File: config.mk
export PLATFORM = sky130hd
export DESIGN_NAME = host_parallel_handshake_port
export DESIGN_NICKNAME = d
export VERILOG_FILES = /design/src/pkg/host_port_pkg.sv /design/src/rtl/host_parallel_handshake_port.sv /design/src/rtl/debounce_latch.sv /design/src/rtl/host_cmd_decode.sv
export VERILOG_INCLUDE_DIRS = /design/src /design/src/pkg
export SDC_FILE = /design/constraint.sdc
export NUM_CORES = 1
export LEC_CHECK = 0
export BUFFER_PORTS_ARGS = -buffer_cell sky130_fd_sc_hd__buf_2
export CORE_MARGIN = 3
export CORE_UTILIZATION = 46
export CTS_CLUSTER_DIAMETER = 40
export DETAILED_ROUTE_END_ITERATION = 6
export HOLD_SLACK_MARGIN = 0.05
export PLACE_DENSITY = 0.78
export SYNTH_ARGS = -nofsm -noshare
export SYNTH_HDL_FRONTEND = slang
export SYNTH_SLANG_ARGS = --single-unit
File: constraint.sdc
create_clock -name i_sys_clk -period 1.8 [get_ports i_sys_clk]
set_clock_uncertainty 0.05 [all_clocks]
set_input_delay 0 -clock i_sys_clk [delete_from_list [all_inputs] [get_ports i_sys_clk]]
set_output_delay 0 -clock i_sys_clk [all_outputs]
set_load 0.005 [all_outputs]
File: src/pkg/host_port_defines.svh
`ifndef HOST_PORT_DEFINES_SVH
`define HOST_PORT_DEFINES_SVH

// Register byte offsets on the bus slave, low address byte only.
`define HP_OFF_TX_DATA 8'h00
`define HP_OFF_RX_DATA 8'h04
`define HP_OFF_SVC_CODE 8'h08
`define HP_OFF_STATUS 8'h0C
`define HP_OFF_LATCH_CLR 8'h10

// Status register bit positions.
`define HP_ST_RX_VALID 0
`define HP_ST_OUT_BUSY 1
`define HP_ST_ATTENTION 2
`define HP_ST_HOST_ABORT 3
`define HP_ST_ABORT_BTN 4
`define HP_ST_BREAKPOINT 5
`define HP_ST_SELECTED 6

// Latch clear register bit positions.
`define HP_CLR_HOST_ABORT 0
`define HP_CLR_ABORT_BTN 1
`define HP_CLR_BREAKPOINT 2

// Reset values.
`define HP_RST_WORD 32'h00000000
`define HP_RST_BYTE 8'h00

// Status code that marks the halted processor.
`define HP_HALT_CODE 4'h5

// Least hold time of the remote reset line, and its cycle count.
`define HP_CLK_PERIOD_NS 40
`define HP_RESET_MIN_NS 26000
`define HP_RESET_MIN_CYC \
	((`HP_RESET_MIN_NS + `HP_CLK_PERIOD_NS - 1) / `HP_CLK_PERIOD_NS)

`endif

File: src/pkg/host_port_pkg.sv
package host_port_pkg;

	// Outgoing transfer and interrupt sequencer.
	typedef enum logic [4:0] {
		OUT_IDLE = 5'b00001,
		OUT_REQ = 5'b00010,
		OUT_DRIVE = 5'b00100,
		OUT_IACK = 5'b01000,
		OUT_END = 5'b10000
	} out_state_t;

	// Incoming byte handshake.
	typedef enum logic [1:0] {
		RX_IDLE = 2'b01,
		RX_ACK = 2'b10
	} rx_state_t;

endpackage

File: src/rtl/host_parallel_handshake_port.sv
// The address map and the AHB-Lite slave port are this design's own decisions.
`timescale 1ns/1ps
`include "host_port_defines.svh"
// Operation
// - Adapter serves eight boards; a board answers only when select matches switches.
// - Handshake control lines are active high, except the shared attention line, which is active low.
// - Selected board captures the port byte and raises acknowledge in the same cycle.
// - Host drops request on acknowledge; board drops acknowledge after that.
// - Board readies byte, raises request, visible only while selected.
// - Host acknowledge enables board data; board drops request, drives while acknowledged.
// - Service request: code ready, interrupt flag when selected, attention pulled low.
// - Interrupt acknowledge clears attention latch; board drops its interrupt flag.
// - Selected abort strobe sets a latch raising a level 7 request.
// - Host-abort latch clears only by software access, never by itself.
// - Broadcast with reset or abort hits every board, ignoring select.
// - Host abort flip-flop sets on abort clock rise, cleared by clear select.
// - Attention latch sets with interrupt flag, holds until clear, drives line.
// - Level 7 request is OR of three abort sources, active low.
// - Halt indicator only when status code bits 3,1 low and 2,0 high.
// - Run indicators follow transfer-in-progress low and address strobe low.
// - Reset and abort buttons each have a set/reset debounce latch.
// - Attention clear on soft reset, or enabled, selected, interrupt acknowledge.
// - Host soft reset when enabled, reset asserted, selected or broadcast.
// - Host hard reset is soft reset decode plus interrupt acknowledge.
// - Soft sum: host, reset button, instruction; hard sum: host, both buttons.
module host_parallel_handshake_port
	import host_port_pkg::*;
#(
	parameter int DATA_W = 8,
	parameter int SEL_W = 3
) (
	input wire logic i_sys_clk,
	input wire logic i_rst,
	input wire logic i_clk_en,
	input wire logic i_hsel,
	input wire logic [31:0] i_haddr,
	input wire logic [1:0] i_htrans,
	input wire logic i_hwrite,
	input wire logic [2:0] i_hsize,
	input wire logic [31:0] i_hwdata,
	input wire logic i_hready,
	output logic [31:0] o_hrdata,
	output logic o_hreadyout,
	output logic o_hresp,
	input wire logic [SEL_W-1:0] i_board_select_addr,
	input wire logic [SEL_W-1:0] i_address_switch,
	input wire logic i_port_enable,
	input wire logic i_host_request,
	input wire logic i_host_acknowledge,
	input wire logic i_int_ack,
	input wire logic i_abort_strobe,
	input wire logic i_remote_reset,
	input wire logic i_broadcast_select,
	input wire logic [DATA_W-1:0] i_port_data,
	output logic [DATA_W-1:0] o_port_data,
	output logic o_port_data_oe,
	output logic o_board_acknowledge,
	output logic o_board_request,
	output logic o_board_interrupt_flag,
	output logic o_shared_attention_n,
	output logic o_shared_attention_oe,
	input wire logic i_reset_contact_a_n,
	input wire logic i_reset_contact_b_n,
	input wire logic i_abort_contact_a_n,
	input wire logic i_abort_contact_b_n,
	input wire logic i_reset_instruction_out_n,
	input wire logic i_breakpoint,
	input wire logic [3:0] i_cpu_status_code,
	input wire logic i_transfer_in_progress_n,
	input wire logic i_address_strobe_n,
	output logic o_host_soft_reset,
	output logic o_host_hard_reset,
	output logic o_soft_reset_sum,
	output logic o_hard_reset_sum,
	output logic o_level7_request_n,
	output logic o_cpu_run_led,
	output logic o_dma_run_led,
	output logic o_halt_led
);

	// The port byte must fit in one bus word.
	if (DATA_W < 1 || DATA_W > 32) begin : g_bad_data_w
		$error("DATA_W must lie between 1 and 32.");
	end
	if (SEL_W < 1 || SEL_W > 8) begin : g_bad_sel_w
		$error("SEL_W must lie between 1 and 8.");
	end

	logic selected_w;
	logic host_soft_w;
	logic host_hard_w;
	logic abort_clk_w;
	logic att_clear_n_w;
	logic reset_button_debounce;
	logic abort_button_debounce;

	host_cmd_decode #(.SEL_W(SEL_W)) u_decode (
		.i_board_select_addr(i_board_select_addr),
		.i_address_switch(i_address_switch),
		.i_port_enable(i_port_enable),
		.i_broadcast_select(i_broadcast_select),
		.i_remote_reset(i_remote_reset),
		.i_abort_strobe(i_abort_strobe),
		.i_int_ack(i_int_ack),
		.i_soft_reset_sum(o_soft_reset_sum),
		.o_selected(selected_w),
		.o_host_soft_reset(host_soft_w),
		.o_host_hard_reset(host_hard_w),
		.o_abort_clock(abort_clk_w),
		.o_attention_clear_n(att_clear_n_w)
	);

	// Button debouncers: one contact sets, the other clears.
	debounce_latch u_reset_deb (
		.i_sys_clk(i_sys_clk),
		.i_rst(i_rst),
		.i_clk_en(i_clk_en),
		.i_set(!i_reset_contact_a_n),
		.i_clear(!i_reset_contact_b_n),
		.o_level(reset_button_debounce)
	);
	debounce_latch u_abort_deb (
		.i_sys_clk(i_sys_clk),
		.i_rst(i_rst),
		.i_clk_en(i_clk_en),
		.i_set(!i_abort_contact_a_n),
		.i_clear(!i_abort_contact_b_n),
		.o_level(abort_button_debounce)
	);

	// Bus slave: every transfer takes one wait state, so read data
	// can come from a flop at no cost to the decode path.
	logic ahb_pend_reg;
	logic ahb_write_reg;
	logic [7:0] ahb_addr_reg;
	logic [31:0] rd_next;
	logic wr_now;
	logic rd_now;
	logic ahb_take;

	assign ahb_take = i_hsel && i_htrans[1] && i_hready;
	assign wr_now = i_clk_en && ahb_pend_reg && ahb_write_reg;
	assign rd_now = i_clk_en && ahb_pend_reg && !ahb_write_reg;

	always_ff @(posedge i_sys_clk) begin
		if (i_rst) begin
			ahb_pend_reg <= 1'b0;
			ahb_write_reg <= 1'b0;
			ahb_addr_reg <= `HP_RST_BYTE;
			o_hreadyout <= 1'b1;
			o_hrdata <= `HP_RST_WORD;
			o_hresp <= 1'b0;
		end else if (i_clk_en) begin
			if (ahb_pend_reg) begin
				ahb_pend_reg <= 1'b0;
				o_hreadyout <= 1'b1;
				o_hrdata <= ahb_write_reg ? `HP_RST_WORD : rd_next;
			end else if (ahb_take) begin
				ahb_pend_reg <= 1'b1;
				ahb_write_reg <= i_hwrite;
				ahb_addr_reg <= i_haddr[7:0];
				o_hreadyout <= 1'b0;
			end
		end
	end

	// Incoming byte handshake state.
	rx_state_t rx_state_reg;
	logic rx_valid_reg;
	logic [DATA_W-1:0] rx_data_reg;
	logic rx_capture;

	// A byte is only taken once the last one has been read, which holds
	// the host off instead of losing data.
	assign rx_capture = (rx_state_reg == RX_IDLE) && selected_w &&
		i_port_enable && i_host_request && !rx_valid_reg;

	always_ff @(posedge i_sys_clk) begin
		if (i_rst) begin
			rx_state_reg <= RX_IDLE;
			rx_data_reg <= '0;
			o_board_acknowledge <= 1'b0;
		end else if (i_clk_en) begin
			unique case (rx_state_reg)
				RX_IDLE: begin
					if (rx_capture) begin
						rx_data_reg <= i_port_data;
						o_board_acknowledge <= 1'b1;
						rx_state_reg <= RX_ACK;
					end
				end
				RX_ACK: begin
					if (!i_host_request) begin
						o_board_acknowledge <= 1'b0;
						rx_state_reg <= RX_IDLE;
					end
				end
			endcase
		end
	end

	// Received flag: a capture wins over a read in the same cycle.
	always_ff @(posedge i_sys_clk) begin
		if (i_rst) begin
			rx_valid_reg <= 1'b0;
		end else if (i_clk_en) begin
			if (rx_capture) begin
				rx_valid_reg <= 1'b1;
			end else if (rd_now && ahb_addr_reg == `HP_OFF_RX_DATA) begin
				rx_valid_reg <= 1'b0;
			end
		end
	end

	// Outgoing transfer and service request sequencer.
	out_state_t out_state_reg;
	logic out_pending_reg;
	logic out_is_int_reg;
	logic [DATA_W-1:0] out_data_reg;
	logic out_busy;
	logic out_go;
	logic out_load;
	logic att_latch_reg;
	logic host_ack_sel;

	assign out_busy = out_pending_reg || (out_state_reg != OUT_IDLE);
	assign out_go = (out_state_reg == OUT_IDLE) && out_pending_reg &&
		!i_host_acknowledge && !i_int_ack;
	assign out_load = wr_now && !out_busy &&
		(ahb_addr_reg == `HP_OFF_TX_DATA ||
		ahb_addr_reg == `HP_OFF_SVC_CODE);
	assign host_ack_sel = selected_w && i_port_enable &&
		i_host_acknowledge;

	// Software loads a byte or service code; writes while busy are dropped.
	always_ff @(posedge i_sys_clk) begin
		if (i_rst) begin
			out_pending_reg <= 1'b0;
			out_is_int_reg <= 1'b0;
			out_data_reg <= '0;
		end else if (i_clk_en) begin
			if (out_load) begin
				out_pending_reg <= 1'b1;
				out_is_int_reg <= (ahb_addr_reg == `HP_OFF_SVC_CODE);
				out_data_reg <= i_hwdata[DATA_W-1:0];
			end else if (out_go) begin
				out_pending_reg <= 1'b0;
			end
		end
	end

	always_ff @(posedge i_sys_clk) begin
		if (i_rst) begin
			out_state_reg <= OUT_IDLE;
		end else if (i_clk_en) begin
			unique case (out_state_reg)
				OUT_IDLE: begin
					if (out_go) begin
						out_state_reg <= OUT_REQ;
					end
				end
				OUT_REQ: begin
					if (host_ack_sel) begin
						out_state_reg <= OUT_DRIVE;
					end
				end
				OUT_DRIVE: begin
					if (!i_host_acknowledge) begin
						out_state_reg <= out_is_int_reg ?
							OUT_IACK : OUT_IDLE;
					end
				end
				OUT_IACK: begin
					if (!att_clear_n_w) begin
						out_state_reg <= OUT_END;
					end
				end
				OUT_END: begin
					if (!i_int_ack) begin
						out_state_reg <= OUT_IDLE;
					end
				end
			endcase
		end
	end

	// Port outputs gated by select so other boards see nothing, except the data byte, which only its enable guards.
	always_ff @(posedge i_sys_clk) begin
		if (i_rst) begin
			o_port_data <= '0;
			o_port_data_oe <= 1'b0;
			o_board_request <= 1'b0;
			o_board_interrupt_flag <= 1'b0;
		end else if (i_clk_en) begin
			o_port_data <= out_data_reg;
			o_port_data_oe <= host_ack_sel &&
				(out_state_reg == OUT_REQ ||
				out_state_reg == OUT_DRIVE);
			o_board_request <= !out_is_int_reg && selected_w &&
				(out_state_reg == OUT_REQ) && !host_ack_sel;
			o_board_interrupt_flag <= out_is_int_reg && selected_w &&
				(out_state_reg == OUT_REQ ||
				out_state_reg == OUT_DRIVE ||
				out_state_reg == OUT_IACK);
		end
	end

	// Attention latch pulls the shared line at once, selected or not.
	// A new request wins over a clear in the same cycle.
	always_ff @(posedge i_sys_clk) begin
		if (i_rst) begin
			att_latch_reg <= 1'b0;
		end else if (i_clk_en) begin
			if (out_go && out_is_int_reg) begin
				att_latch_reg <= 1'b1;
			end else if (!att_clear_n_w) begin
				att_latch_reg <= 1'b0;
			end
		end
	end
	assign o_shared_attention_oe = att_latch_reg;

	// The open-collector level is always low when driven.
	always_ff @(posedge i_sys_clk) begin
		o_shared_attention_n <= 1'b0;
	end

	// Abort and breakpoint flip-flops, set on edges, cleared by software.
	logic abort_clk_q;
	logic abort_deb_q;
	logic breakpoint_q;
	logic host_abort_ff;
	logic abort_button_ff;
	logic breakpoint_ff;
	logic [2:0] clr_bits;

	assign clr_bits = (wr_now && ahb_addr_reg == `HP_OFF_LATCH_CLR) ?
		i_hwdata[2:0] : 3'h0;

	always_ff @(posedge i_sys_clk) begin
		if (i_rst) begin
			abort_clk_q <= 1'b0;
			abort_deb_q <= 1'b0;
			breakpoint_q <= 1'b0;
		end else if (i_clk_en) begin
			abort_clk_q <= abort_clk_w;
			abort_deb_q <= abort_button_debounce;
			breakpoint_q <= i_breakpoint;
		end
	end

	// No timeout here: only the clear select releases these.
	always_ff @(posedge i_sys_clk) begin
		if (i_rst) begin
			host_abort_ff <= 1'b0;
			abort_button_ff <= 1'b0;
			breakpoint_ff <= 1'b0;
		end else if (i_clk_en) begin
			if (abort_clk_w && !abort_clk_q) begin
				host_abort_ff <= 1'b1;
			end else if (clr_bits[`HP_CLR_HOST_ABORT]) begin
				host_abort_ff <= 1'b0;
			end
			if (abort_button_debounce && !abort_deb_q) begin
				abort_button_ff <= 1'b1;
			end else if (clr_bits[`HP_CLR_ABORT_BTN]) begin
				abort_button_ff <= 1'b0;
			end
			if (!i_breakpoint && breakpoint_q) begin
				breakpoint_ff <= 1'b1;
			end else if (clr_bits[`HP_CLR_BREAKPOINT]) begin
				breakpoint_ff <= 1'b0;
			end
		end
	end

	// Resets, level 7 request and indicators, registered as outputs.
	always_ff @(posedge i_sys_clk) begin
		if (i_rst) begin
			o_host_soft_reset <= 1'b0;
			o_host_hard_reset <= 1'b0;
			o_soft_reset_sum <= 1'b0;
			o_hard_reset_sum <= 1'b0;
			o_level7_request_n <= 1'b1;
			o_cpu_run_led <= 1'b0;
			o_dma_run_led <= 1'b0;
			o_halt_led <= 1'b0;
		end else if (i_clk_en) begin
			o_host_soft_reset <= host_soft_w;
			o_host_hard_reset <= host_hard_w;
			o_soft_reset_sum <= host_soft_w || (reset_button_debounce &&
				!abort_button_debounce) ||
				!i_reset_instruction_out_n;
			o_hard_reset_sum <= host_hard_w || (reset_button_debounce &&
				abort_button_debounce);
			o_level7_request_n <= !(abort_button_ff || host_abort_ff ||
				breakpoint_ff);
			o_cpu_run_led <= !i_transfer_in_progress_n;
			o_dma_run_led <= !i_address_strobe_n;
			o_halt_led <= (i_cpu_status_code == `HP_HALT_CODE);
		end
	end

	// Register read multiplexer; unmapped offsets read as zero.
	always_comb begin
		rd_next = `HP_RST_WORD;
		unique case (ahb_addr_reg)
			`HP_OFF_RX_DATA: rd_next[DATA_W-1:0] = rx_data_reg;
			`HP_OFF_STATUS: begin
				rd_next[`HP_ST_RX_VALID] = rx_valid_reg;
				rd_next[`HP_ST_OUT_BUSY] = out_busy;
				rd_next[`HP_ST_ATTENTION] = att_latch_reg;
				rd_next[`HP_ST_HOST_ABORT] = host_abort_ff;
				rd_next[`HP_ST_ABORT_BTN] = abort_button_ff;
				rd_next[`HP_ST_BREAKPOINT] = breakpoint_ff;
				rd_next[`HP_ST_SELECTED] = selected_w;
			end
			default: rd_next = `HP_RST_WORD;
		endcase
	end

	// Checks on the handshake and decode behaviour.
	a_ack_after_capture:
	assert property (@(posedge i_sys_clk) disable iff (i_rst)
		$rose(o_board_acknowledge) |-> rx_valid_reg &&
		rx_data_reg == $past(i_port_data))
	else $error("Acknowledge rose without the captured byte.");

	a_ack_release:
	assert property (@(posedge i_sys_clk) disable iff (i_rst)
		o_board_acknowledge && !i_host_request && i_clk_en
		|=> !o_board_acknowledge)
	else $error("Acknowledge held after request dropped.");

	a_request_gated:
	assert property (@(posedge i_sys_clk) disable iff (i_rst)
		o_board_request && $past(i_clk_en) |-> $past(selected_w))
	else $error("Board request shown while not selected.");

	a_drive_window:
	assert property (@(posedge i_sys_clk) disable iff (i_rst)
		o_port_data_oe && $past(i_clk_en) |->
		$past(i_host_acknowledge) && !o_board_request)
	else $error("Data driven without host acknowledge.");

	a_attention_pull:
	assert property (@(posedge i_sys_clk) disable iff (i_rst)
		i_clk_en && out_go && out_is_int_reg |=> o_shared_attention_oe)
	else $error("Attention not pulled on service request.");

	a_abort_sticky:
	assert property (@(posedge i_sys_clk) disable iff (i_rst)
		host_abort_ff && !clr_bits[`HP_CLR_HOST_ABORT] |=> host_abort_ff)
	else $error("Host abort latch released by itself.");

	a_abort_sets:
	assert property (@(posedge i_sys_clk) disable iff (i_rst)
		i_clk_en && abort_clk_w && !abort_clk_q |=> ##1 !o_level7_request_n)
	else $error("Abort clock did not raise the level 7 request.");

	a_halt_decode:
	assert property (@(posedge i_sys_clk) disable iff (i_rst)
		$past(i_clk_en) |->
		o_halt_led == ($past(i_cpu_status_code) == 4'h5))
	else $error("Halt indicator does not follow the status code.");

	a_soft_reset:
	assert property (@(posedge i_sys_clk) disable iff (i_rst)
		i_clk_en && i_port_enable && i_remote_reset &&
		(selected_w || i_broadcast_select) |=> o_host_soft_reset)
	else $error("Host soft reset not raised.");

endmodule

File: src/rtl/debounce_latch.sv
`timescale 1ns/1ps

// Set/reset latch for a changeover push-button contact pair.
module debounce_latch (
	input wire logic i_sys_clk,
	input wire logic i_rst,
	input wire logic i_clk_en,
	input wire logic i_set,
	input wire logic i_clear,
	output logic o_level
);

	// Set wins, so a bouncing contact can only ever repeat the same level.
	always_ff @(posedge i_sys_clk) begin
		if (i_rst) begin
			o_level <= 1'b0;
		end else if (i_clk_en) begin
			if (i_set) begin
				o_level <= 1'b1;
			end else if (i_clear) begin
				o_level <= 1'b0;
			end
		end
	end

endmodule

File: src/rtl/host_cmd_decode.sv
`timescale 1ns/1ps

// Combinational decode of the host command lines for this board.
module host_cmd_decode #(
	parameter int SEL_W = 3
) (
	input wire logic [SEL_W-1:0] i_board_select_addr,
	input wire logic [SEL_W-1:0] i_address_switch,
	input wire logic i_port_enable,
	input wire logic i_broadcast_select,
	input wire logic i_remote_reset,
	input wire logic i_abort_strobe,
	input wire logic i_int_ack,
	input wire logic i_soft_reset_sum,
	output logic o_selected,
	output logic o_host_soft_reset,
	output logic o_host_hard_reset,
	output logic o_abort_clock,
	output logic o_attention_clear_n
);

	logic hit;

	// Address match, and broadcast overriding the select value.
	assign o_selected = (i_board_select_addr == i_address_switch);
	assign hit = i_port_enable && (o_selected || i_broadcast_select);

	// Reset and abort commands.
	assign o_host_soft_reset = hit && i_remote_reset;
	assign o_host_hard_reset = hit && i_remote_reset && i_int_ack;
	assign o_abort_clock = hit && i_abort_strobe;

	// Attention clear, active low.
	assign o_attention_clear_n = !(i_soft_reset_sum ||
		(i_port_enable && o_selected && i_int_ack));

endmodule

=== After elaboration in Yosys (flattened, before gate mapping) ===
Cells that the tools add are included.

* Equality and inequality tests: 23
* Mux-type cells: 37
* Bitwise logic cells: 1
* Reductions and logical operators: 84

{| class="wikitable"
|+ Operators with widths
! operator !! number
|-
| $logic_and 1x1->1 || 35
|-
| $mux 5 || 5
|-
| $pmux 5 s5 || 1
|-
| $mux 1 || 23
|-
| $reduce_and 2->1 || 11
|-
| $eq 8x4->1 const B || 2
|-
| $ne 2x2->1 const B || 8
|-
| $logic_not 1->1 || 15
|-
| $pmux 7 s2 || 1
|-
| $reduce_bool 2->1 || 7
|-
| $logic_or 1x1->1 || 11
|-
| $reduce_and 3->1 || 3
|-
| $eq 8x3->1 const B || 1
|-
| $eq 8x5->1 const B || 1
|-
| $logic_not 8->1 || 1
|-
| $mux 8 || 1
|-
| $reduce_and 6->1 || 1
|-
| $eq 5x1->1 const B || 1
|-
| $eq 5x2->1 const B || 1
|-
| $eq 5x3->1 const B || 1
|-
| $eq 5x4->1 const B || 1
|-
| $eq 5x5->1 const B || 1
|-
| $ne 5x1->1 const B || 1
|-
| $eq 4x3->1 const B || 1
|-
| 10 further kinds || 11
|}

* Output and inout port bits: 56
* Bits in registers: 98
* Bits of input ports: 108
* Logic and storage cells: 179

=== Longest topological paths before layout ===
Gate-level depths: netlist (run 1).

* Depth after elaboration: 7
* Mapped depth: 7
* Mapped depth without buffers: 5

=== Cells and area by module ===
From an unflattened synthesis (run 1), not the netlist that was laid out.

* Cell total of the unflattened synthesis: 369
* Area, all modules: 3329.4 sq um

{| class="wikitable"
|+ By module, submodules not included
! module !! cells an instance !! times used !! seq. area each (sq um) !! area an instance (sq um)
|-
| host_parallel_handshake_port || 348 || 1 || 1421.4 || 3170.5
|-
| debounce_latch || 4 || 2 || 20.0 || 42.5
|-
| host_cmd_decode || 13 || 1 || 0.0 || 73.8
|}

=== Worst setup path after synthesis (run 1) ===
Ideal clock, no wire load.

* Kind: reg-to-reg
* From: register out_state_reg[2]
* To: register out_state_reg[1]
* Period minus slack after synthesis: 1.670 ns
* Arrival: 1.496 ns
* Path buffers: 1
* Setup time: 0.123 ns
* Stages on the path, launching flop included: 6
* Setup slack: 0.130 ns
* Data required time: 1.627 ns
* Path through: dfxtp_1 buf_6 or3_4 o221a_2 nand2_2 mux2_1

* Cells in the longest elaborated chain, start to end: 6
* Elaborated cells between the ends (all ways): 15
* Those cells by class: 10 x eq/ne; 1 x mux; 4 x reduce/logical

{| class="wikitable"
|+ RTL lines
! what !! RTL line !! RTL
|-
| from (decl) || host_parallel_handshake_port.sv:216 || <nowiki>out_state_t out_state_reg;</nowiki>
|-
| from (signal assigned) || host_parallel_handshake_port.sv:269 || <nowiki>out_state_reg <= out_is_int_reg ?</nowiki>
|-
| $eq 5x1->1 || host_parallel_handshake_port.sv:227, host_parallel_handshake_port.sv:256 ||
|-
| $logic_and 1x1->1 (2 in a row) || host_parallel_handshake_port.sv:227 || <nowiki>assign out_go = (out_state_reg == OUT_IDLE) && out_pending_reg &&</nowiki>
|-
| $logic_and 1x1->1 || host_parallel_handshake_port.sv:228 || <nowiki>!i_host_acknowledge && !i_int_ack;</nowiki>
|-
| $ne 2x2->1 (no line) || - ||
|-
| $reduce_and 6->1 (no line) || - ||
|}

Parallel ways exist; a longest one is shown, timed or not.
A chain may end at the register's enable or synchronous reset.

=== Worst setup path after layout (run 1) ===
* From: register out_state_reg[1]
* To: register out_state_reg[1]

The elaborated chain is that of the path after synthesis.

==> results_dict.tcl, run 1 <==
set metrics [dict create \
    cts_buffer_depth 2 \
    period_minus_slack_ns 1.74 \
    cp-start-kind "flip-flop" \
    hold_end "host_abort_ff" \
    fin_crit_sh 0.965 \
    io_buffers 85 \
    seq_power_share 0.448 \
    rr_startpoint "out_state_reg[1]" \
    max-vdd-ir-drop_v 0.000647 \
    p_clk_frac 0.373 \
    hold_start "i_broadcast_select" \
    drc 0 \
    diodes 0 \
    rrSetupSlack_ns 0.06 \
    internal-power_mw 2.86 \
    first_pass_iters 5 \
    avgSynthCellArea_um2 8.97 \
    p_sw_mw 1.05 \
    synthCells 365 \
    ant_nets 0 \
    yosys_most_used_dff "dfxtp_1" \
    fin_setup_tns_ns 0 \
    ys_warn_count 0 \
    totalWireLength_mm 8.56 \
    hold-path-cell-count 4 \
    crit_fanout 7 \
    core-area_um2 6830 \
    worstSetupEndpointType "flip-flop" \
    grt_overflow 0 \
    grt_pass1_vias 3114 \
    wire_per_inst_um 14.1 \
    rows 30 \
    vias 3045 \
    status "finished clean" \
    utilization 0.652 \
    finalHoldViolations 0 \
    placed_cell_area_um2 3760 \
    grt_first_pass_wirelength_mm 14.2 \
    final_area_um2 4450 \
    power_density_nw_per_um2 878 \
    routabilityCongestion 0.899 \
    r2r_end "out_state_reg[1]" \
    arrival_ns 1.93 \
    drt_iter0_markers 167 \
    cts_max_level 3 \
    start_util 0.479 \
    ys_ff_latch 73 \
    antenna_found_initial 0 \
    drv_cap 0 \
    synth-edff-count 0 \
    yosysSeqAreaShare 0.446 \
    synth_async_sr_flop_share 0 \
    grt_max_degree 37 \
    crit_type "flip-flop to flip-flop" \
    via_per_inst 5.02 \
    reg2regPathDepth 5 \
    finalSetupViolations 0 \
    cts_sinks 73 \
    place_hpwl_mm 5.57 \
    syn_area_um2 3270 \
    ys_types 52 \
    area_growth_pct 36.0 \
    tritoncts "done" \
    comb_power_share 0.179 \
    required_ns 1.99 \
    grtUsageTotal 0.213 \
    cts_made_buffers 9 \
    nets 613 \
    top_level_ports 164 \
    drive_gt1_frac 0.259 \
    finalMaxSlewViolations 0 \
    min_path_type "input pin to flip-flop" \
    dieArea_um2 8170 \
    fp.dieH_um 90.4 \
    leakagePower_nw 2.05 \
    cts-root-buf "clkbuf_8" \
    max_freq_mhz 576 \
    die_w_um 90.4 \
    clk_pin_slew_ns 0.08 \
    sw_frac_of_total 0.270 \
    insertion_delay_ns 0.35 \
]
## layout by cell type, fill, tap and decap left out, types with 2 or more instances in the layout
| cell type | n |
|---|---|
| a211oi_1 | 4 |
| a21oi_1 | 28 |
| a2bb2oi_1 | 3 |
| and2_1 | 2 |
| and3_1 | 2 |
| and3b_1 | 2 |
| buf_2 | 85 |
| buf_4 | 17 |
| bufinv_16 | 2 |
| clkbuf_8 | 10 |
| conb_1 | 26 |
| dfxtp_1 | 72 |
| dlygate4sd3_1 | 44 |
| inv_1 | 3 |
| mux2_1 | 2 |
| mux2i_1 | 44 |
| nand2_1 | 24 |
| nand2b_1 | 4 |
| nand3_1 | 6 |
| nand4_1 | 5 |
| nor2_1 | 71 |
| nor2b_1 | 3 |
| nor3_1 | 4 |
| nor4_1 | 3 |
| o211ai_1 | 2 |
| o21ai_0 | 4 |
| o21ai_1 | 2 |
| or2_1 | 2 |
| xor2_1 | 3 |
## how the worst max path moves through the flow
| stage | startpoint | to | cells past startpoint | slack [ns] |
|---|---|---|---|---|
| CTS | out_state_reg[1] | out_state_reg[2] | 4 | 0.08 |
| floorplan | out_state_reg[2] | out_state_reg[1] | 5 | 0.13 |
| global placement | out_state_reg[1] | out_state_reg[2] | 4 | 0.12 |
| finish | out_state_reg[1] | out_state_reg[1] | 5 | 0.06 |
| detailed placement | out_state_reg[1] | out_state_reg[2] | 4 | 0.09 |
| global route | out_state_reg[1] | out_state_reg[2] | 5 | -0.04 |
## through the flow
step           hold WS, ns  worst slack [ns]  total power [mW]  instances
2_1_floorplan       0.0490             0.130              2.19        390
3_3_place_gp         0.139             0.116              2.37        545
3_5_place_dp         0.138            0.0922              2.38        545
4_1_cts             0.0662            0.0799              3.90        605
5_1_grt             0.0971           -0.0385              4.08        606
6_report            0.0792            0.0628              3.91        606
## Yosys cell counts (4+ instances only)
cell | number | area [µm²]
buf_4 | 26 | 195
a21oi_1 | 28 | 140
nand2_1 | 24 | 90.1
nand2b_1 | 4 | 25.0
o21ai_0 | 4 | 20.0
nand3_1 | 7 | 35.0
nor2b_1 | 4 | 25.0
mux2i_1 | 44 | 440
nor3_1 | 4 | 20.0
clkbuf_1 | 11 | 41.3
a211oi_1 | 4 | 30.0
dfxtp_1 | 73 | 1460
nand4_1 | 5 | 31.3
nor2_1 | 71 | 267
## what timing repair did
item	CTS	global route
setup endpoints to repair	0	9
hold buffers	44	0
setup buffers	0	1
hold endpoints to repair	44	0
resized for setup	0	4
## layer usage
| layer | track usage | wire length [µm] |
|---|---|---|
| met5 | 0 | 0 |
| met1 | 0.240 | 3450 |
| met3 | 0.0475 | 589 |
| met4 | 0.0893 | 170 |
| met2 | 0.385 | 4350 |
## worst max-delay path, cell delays in order, from the launching register on
cell     delay, ns
dfxtp_1       0.39
nor2_1        0.22
nand3_2       0.13
o32a_2        0.40
nand2_2       0.12
mux2_1        0.32
## final cells by class
type	instances	area (µm²)
multi-input cells	270	1620
repair buffers	147	1000
well taps	96	120
clock inverters	6	90.1
flip-flops and latches	73	1460
inverters	4	15.0
clock buffers	10	138
fillers	557	2380
## kinds of logic after synthesis
kind of cell	after synthesis	share of synthesized area
XOR/XNOR	4	0.0107
flip-flops	73	0.446
other	1	0.00115
AO/OA/AOI/OAI	54	0.103
buffers and inverters	47	0.0894
AND/OR/NAND/NOR	140	0.208
multiplexers	46	0.141
## power by group through the flow
stage	clock network, mW	registers, mW	logic [mW]
floorplan	0	1.77	0.420
global placement	0	1.78	0.591
detailed placement	0	1.78	0.603
CTS	1.48	1.75	0.678
global route	1.55	1.76	0.768
finish	1.46	1.75	0.700
Power figures use the tool's default switching activity.
==> inputs of run 2 (changes only) <==
==> constraint.sdc (replaced) <==
create_clock -name i_sys_clk -period 1.8 [get_ports i_sys_clk]
set_clock_uncertainty 0.05 [all_clocks]
set_input_delay 0.18 -clock i_sys_clk [delete_from_list [all_inputs] [get_ports i_sys_clk]]
set_output_delay 0.18 -clock i_sys_clk [all_outputs]
set_load 0.005 [all_outputs]
==> run 2 against run 1 <==
  * Die area unchanged
  * Total power down 1.2%
  * Sequential share of layout area grew 0.80 points
  * Maximum frequency up 1.8%
  * Final area decreased by 2.4%
  * Combinational power shrank 7.6%
  * Via count shrank 3.7%
  * Sequential power about the same
  * Critical path depth is 1 lower
  * Count of clock-buffer cells in the layout increased by 1
  * Non-clock buffer count down 12
  * Largest cell class unchanged
  * Highest routed layer unchanged
==> results_dict.tcl, run 2 (same netlist as run 1, synthesis figures left out) <==
set metrics [dict create \
    status "finished clean" \
    fin_crit_sh 0.948 \
    dp.cells 547 \
    stdcell_count 593 \
    max_freq_mhz 586 \
    grt_pass1_vias 2926 \
    grt_first_pass_wirelength_mm 13.7 \
    fin_setup_tns_ns 0 \
    arrival_ns 1.88 \
    drive_gt1_frac 0.268 \
    mostFrequentLayoutCell "buf_2" \
    leakagePower_nw 2.00 \
    core-area_um2 6830 \
    wire_per_inst_um 13.9 \
    crit_type "flip-flop to flip-flop" \
    highest_layer "met4" \
    area_growth_pct 32.7 \
    cts_setup_buffers 0 \
    wl_met2_mm 4.09 \
    met1Wirelength_mm 3.53 \
    die_w_um 90.4 \
    routabilityCongestion 0.836 \
    layout_common_cells "buf_2, dfxtp_1, nor2_1" \
    grt_overflow 0 \
    vias 2931 \
    insertion_delay_ns 0.34 \
    finalSetupViolations 0 \
    rrSetupSlack_ns 0.09 \
    cts_made_buffers 9 \
    utilization 0.636 \
    max-vdd-ir-drop_v 0.000646 \
    totalWireLength_mm 8.22 \
    io_buffers 85 \
    grtUsageTotal 0.205 \
    nets 601 \
    wl_met3_um 525 \
    power_density_nw_per_um2 889 \
    start_util 0.479 \
    crit_fanout 7 \
    clk_pin_slew_ns 0.08 \
    cts-root-buf "clkbuf_8" \
    dieArea_um2 8170 \
    fp.dieH_um 90.4 \
    required_ns 1.98 \
    finalHoldViolations 0 \
    rr_startpoint "out_state_reg[1]" \
    finalMaxSlewViolations 0 \
    drv_cap 0 \
    fillerInstances 569 \
    diodes 0 \
    ant_nets 0 \
    hold_start "i_hwdata[1]" \
    place_hpwl_mm 5.59 \
    top_level_ports 164 \
    antenna_found_initial 0 \
    cts_sinks 73 \
    drt_iter0_markers 169 \
    drc 0 \
    cts_max_level 3 \
    rsz0062_at_grt "false" \
    tritoncts "done" \
    worstSetupStartpoint "out_state_reg[1]" \
    cp-start-kind "flip-flop" \
    cts_buffer_depth 2 \
    first_pass_iters 5 \
    rows 30 \
    grt_max_degree 37 \
    period_minus_slack_ns 1.71 \
    min_path_type "input pin to flip-flop" \
    worstSetupEndpointType "flip-flop" \
    via_per_inst 4.94 \
]
-- run 2: final timing paths --
kind | end | depth (start not counted)
worst min-delay path | out_data_reg[1] | 3
worst max register to register | out_state_reg[2] | 4
worst max-delay path | out_state_reg[2] | 4
worst min register to register | o_halt_led | 2
-- run 2: critical path: stages, from the launching register on --
cell and delay (ns):
dfxtp_1 0.38, or3_4 0.42, o221a_2 0.32, nand2_2 0.11
mux2_1 0.32
-- run 2: stage by stage --
stage / setup WS [ns] / area, µm² / power, mW / hold slack (ns)
4_1_cts: 0.0899 / 4330 / 3.87 / 0.0533
3_3_place_gp: 0.0573 / 3790 / 2.36 / 0.319
2_1_floorplan: 0.130 / 3370 / 2.19 / 0.229
3_5_place_dp: 0.0366 / 3790 / 2.37 / 0.317
5_1_grt: 0.00905 / 4350 / 4.05 / 0.0825
6_report: 0.0941 / 4350 / 3.86 / 0.0614
-- run 2: repair_timing --
action,4_1_cts,5_1_grt
endpoints found under the setup margin,0,13
gates resized for setup,0,5
hold endpoints to repair,30,0
hold buffers,31,0
-- run 2: cell type report --
cell class,count,area [µm²],area share
Multi-Input combinational cell,270,1630,0.374
Sequential cell,73,1460,0.337
Timing Repair Buffer,135,895,0.206
Clock buffer,11,151,0.0348
Tap cell,96,120,0.0276
Clock inverter,4,76.3,0.0176
Inverter,4,15.0,0.00346
-- run 2: per-layer routing --
metal  global-route usage  vias to the layer above
met5                    0                        -
met4               0.0574                        0
met3               0.0592                        8
met2                0.357                       99
met1                0.246                     1363
li1                     -                     1461
-- run 2: power by group --
part	internal (mW)	switching (mW)	total, mW
logic	0.337	0.310	0.647
registers	1.68	0.0811	1.76
clock network	0.851	0.608	1.46
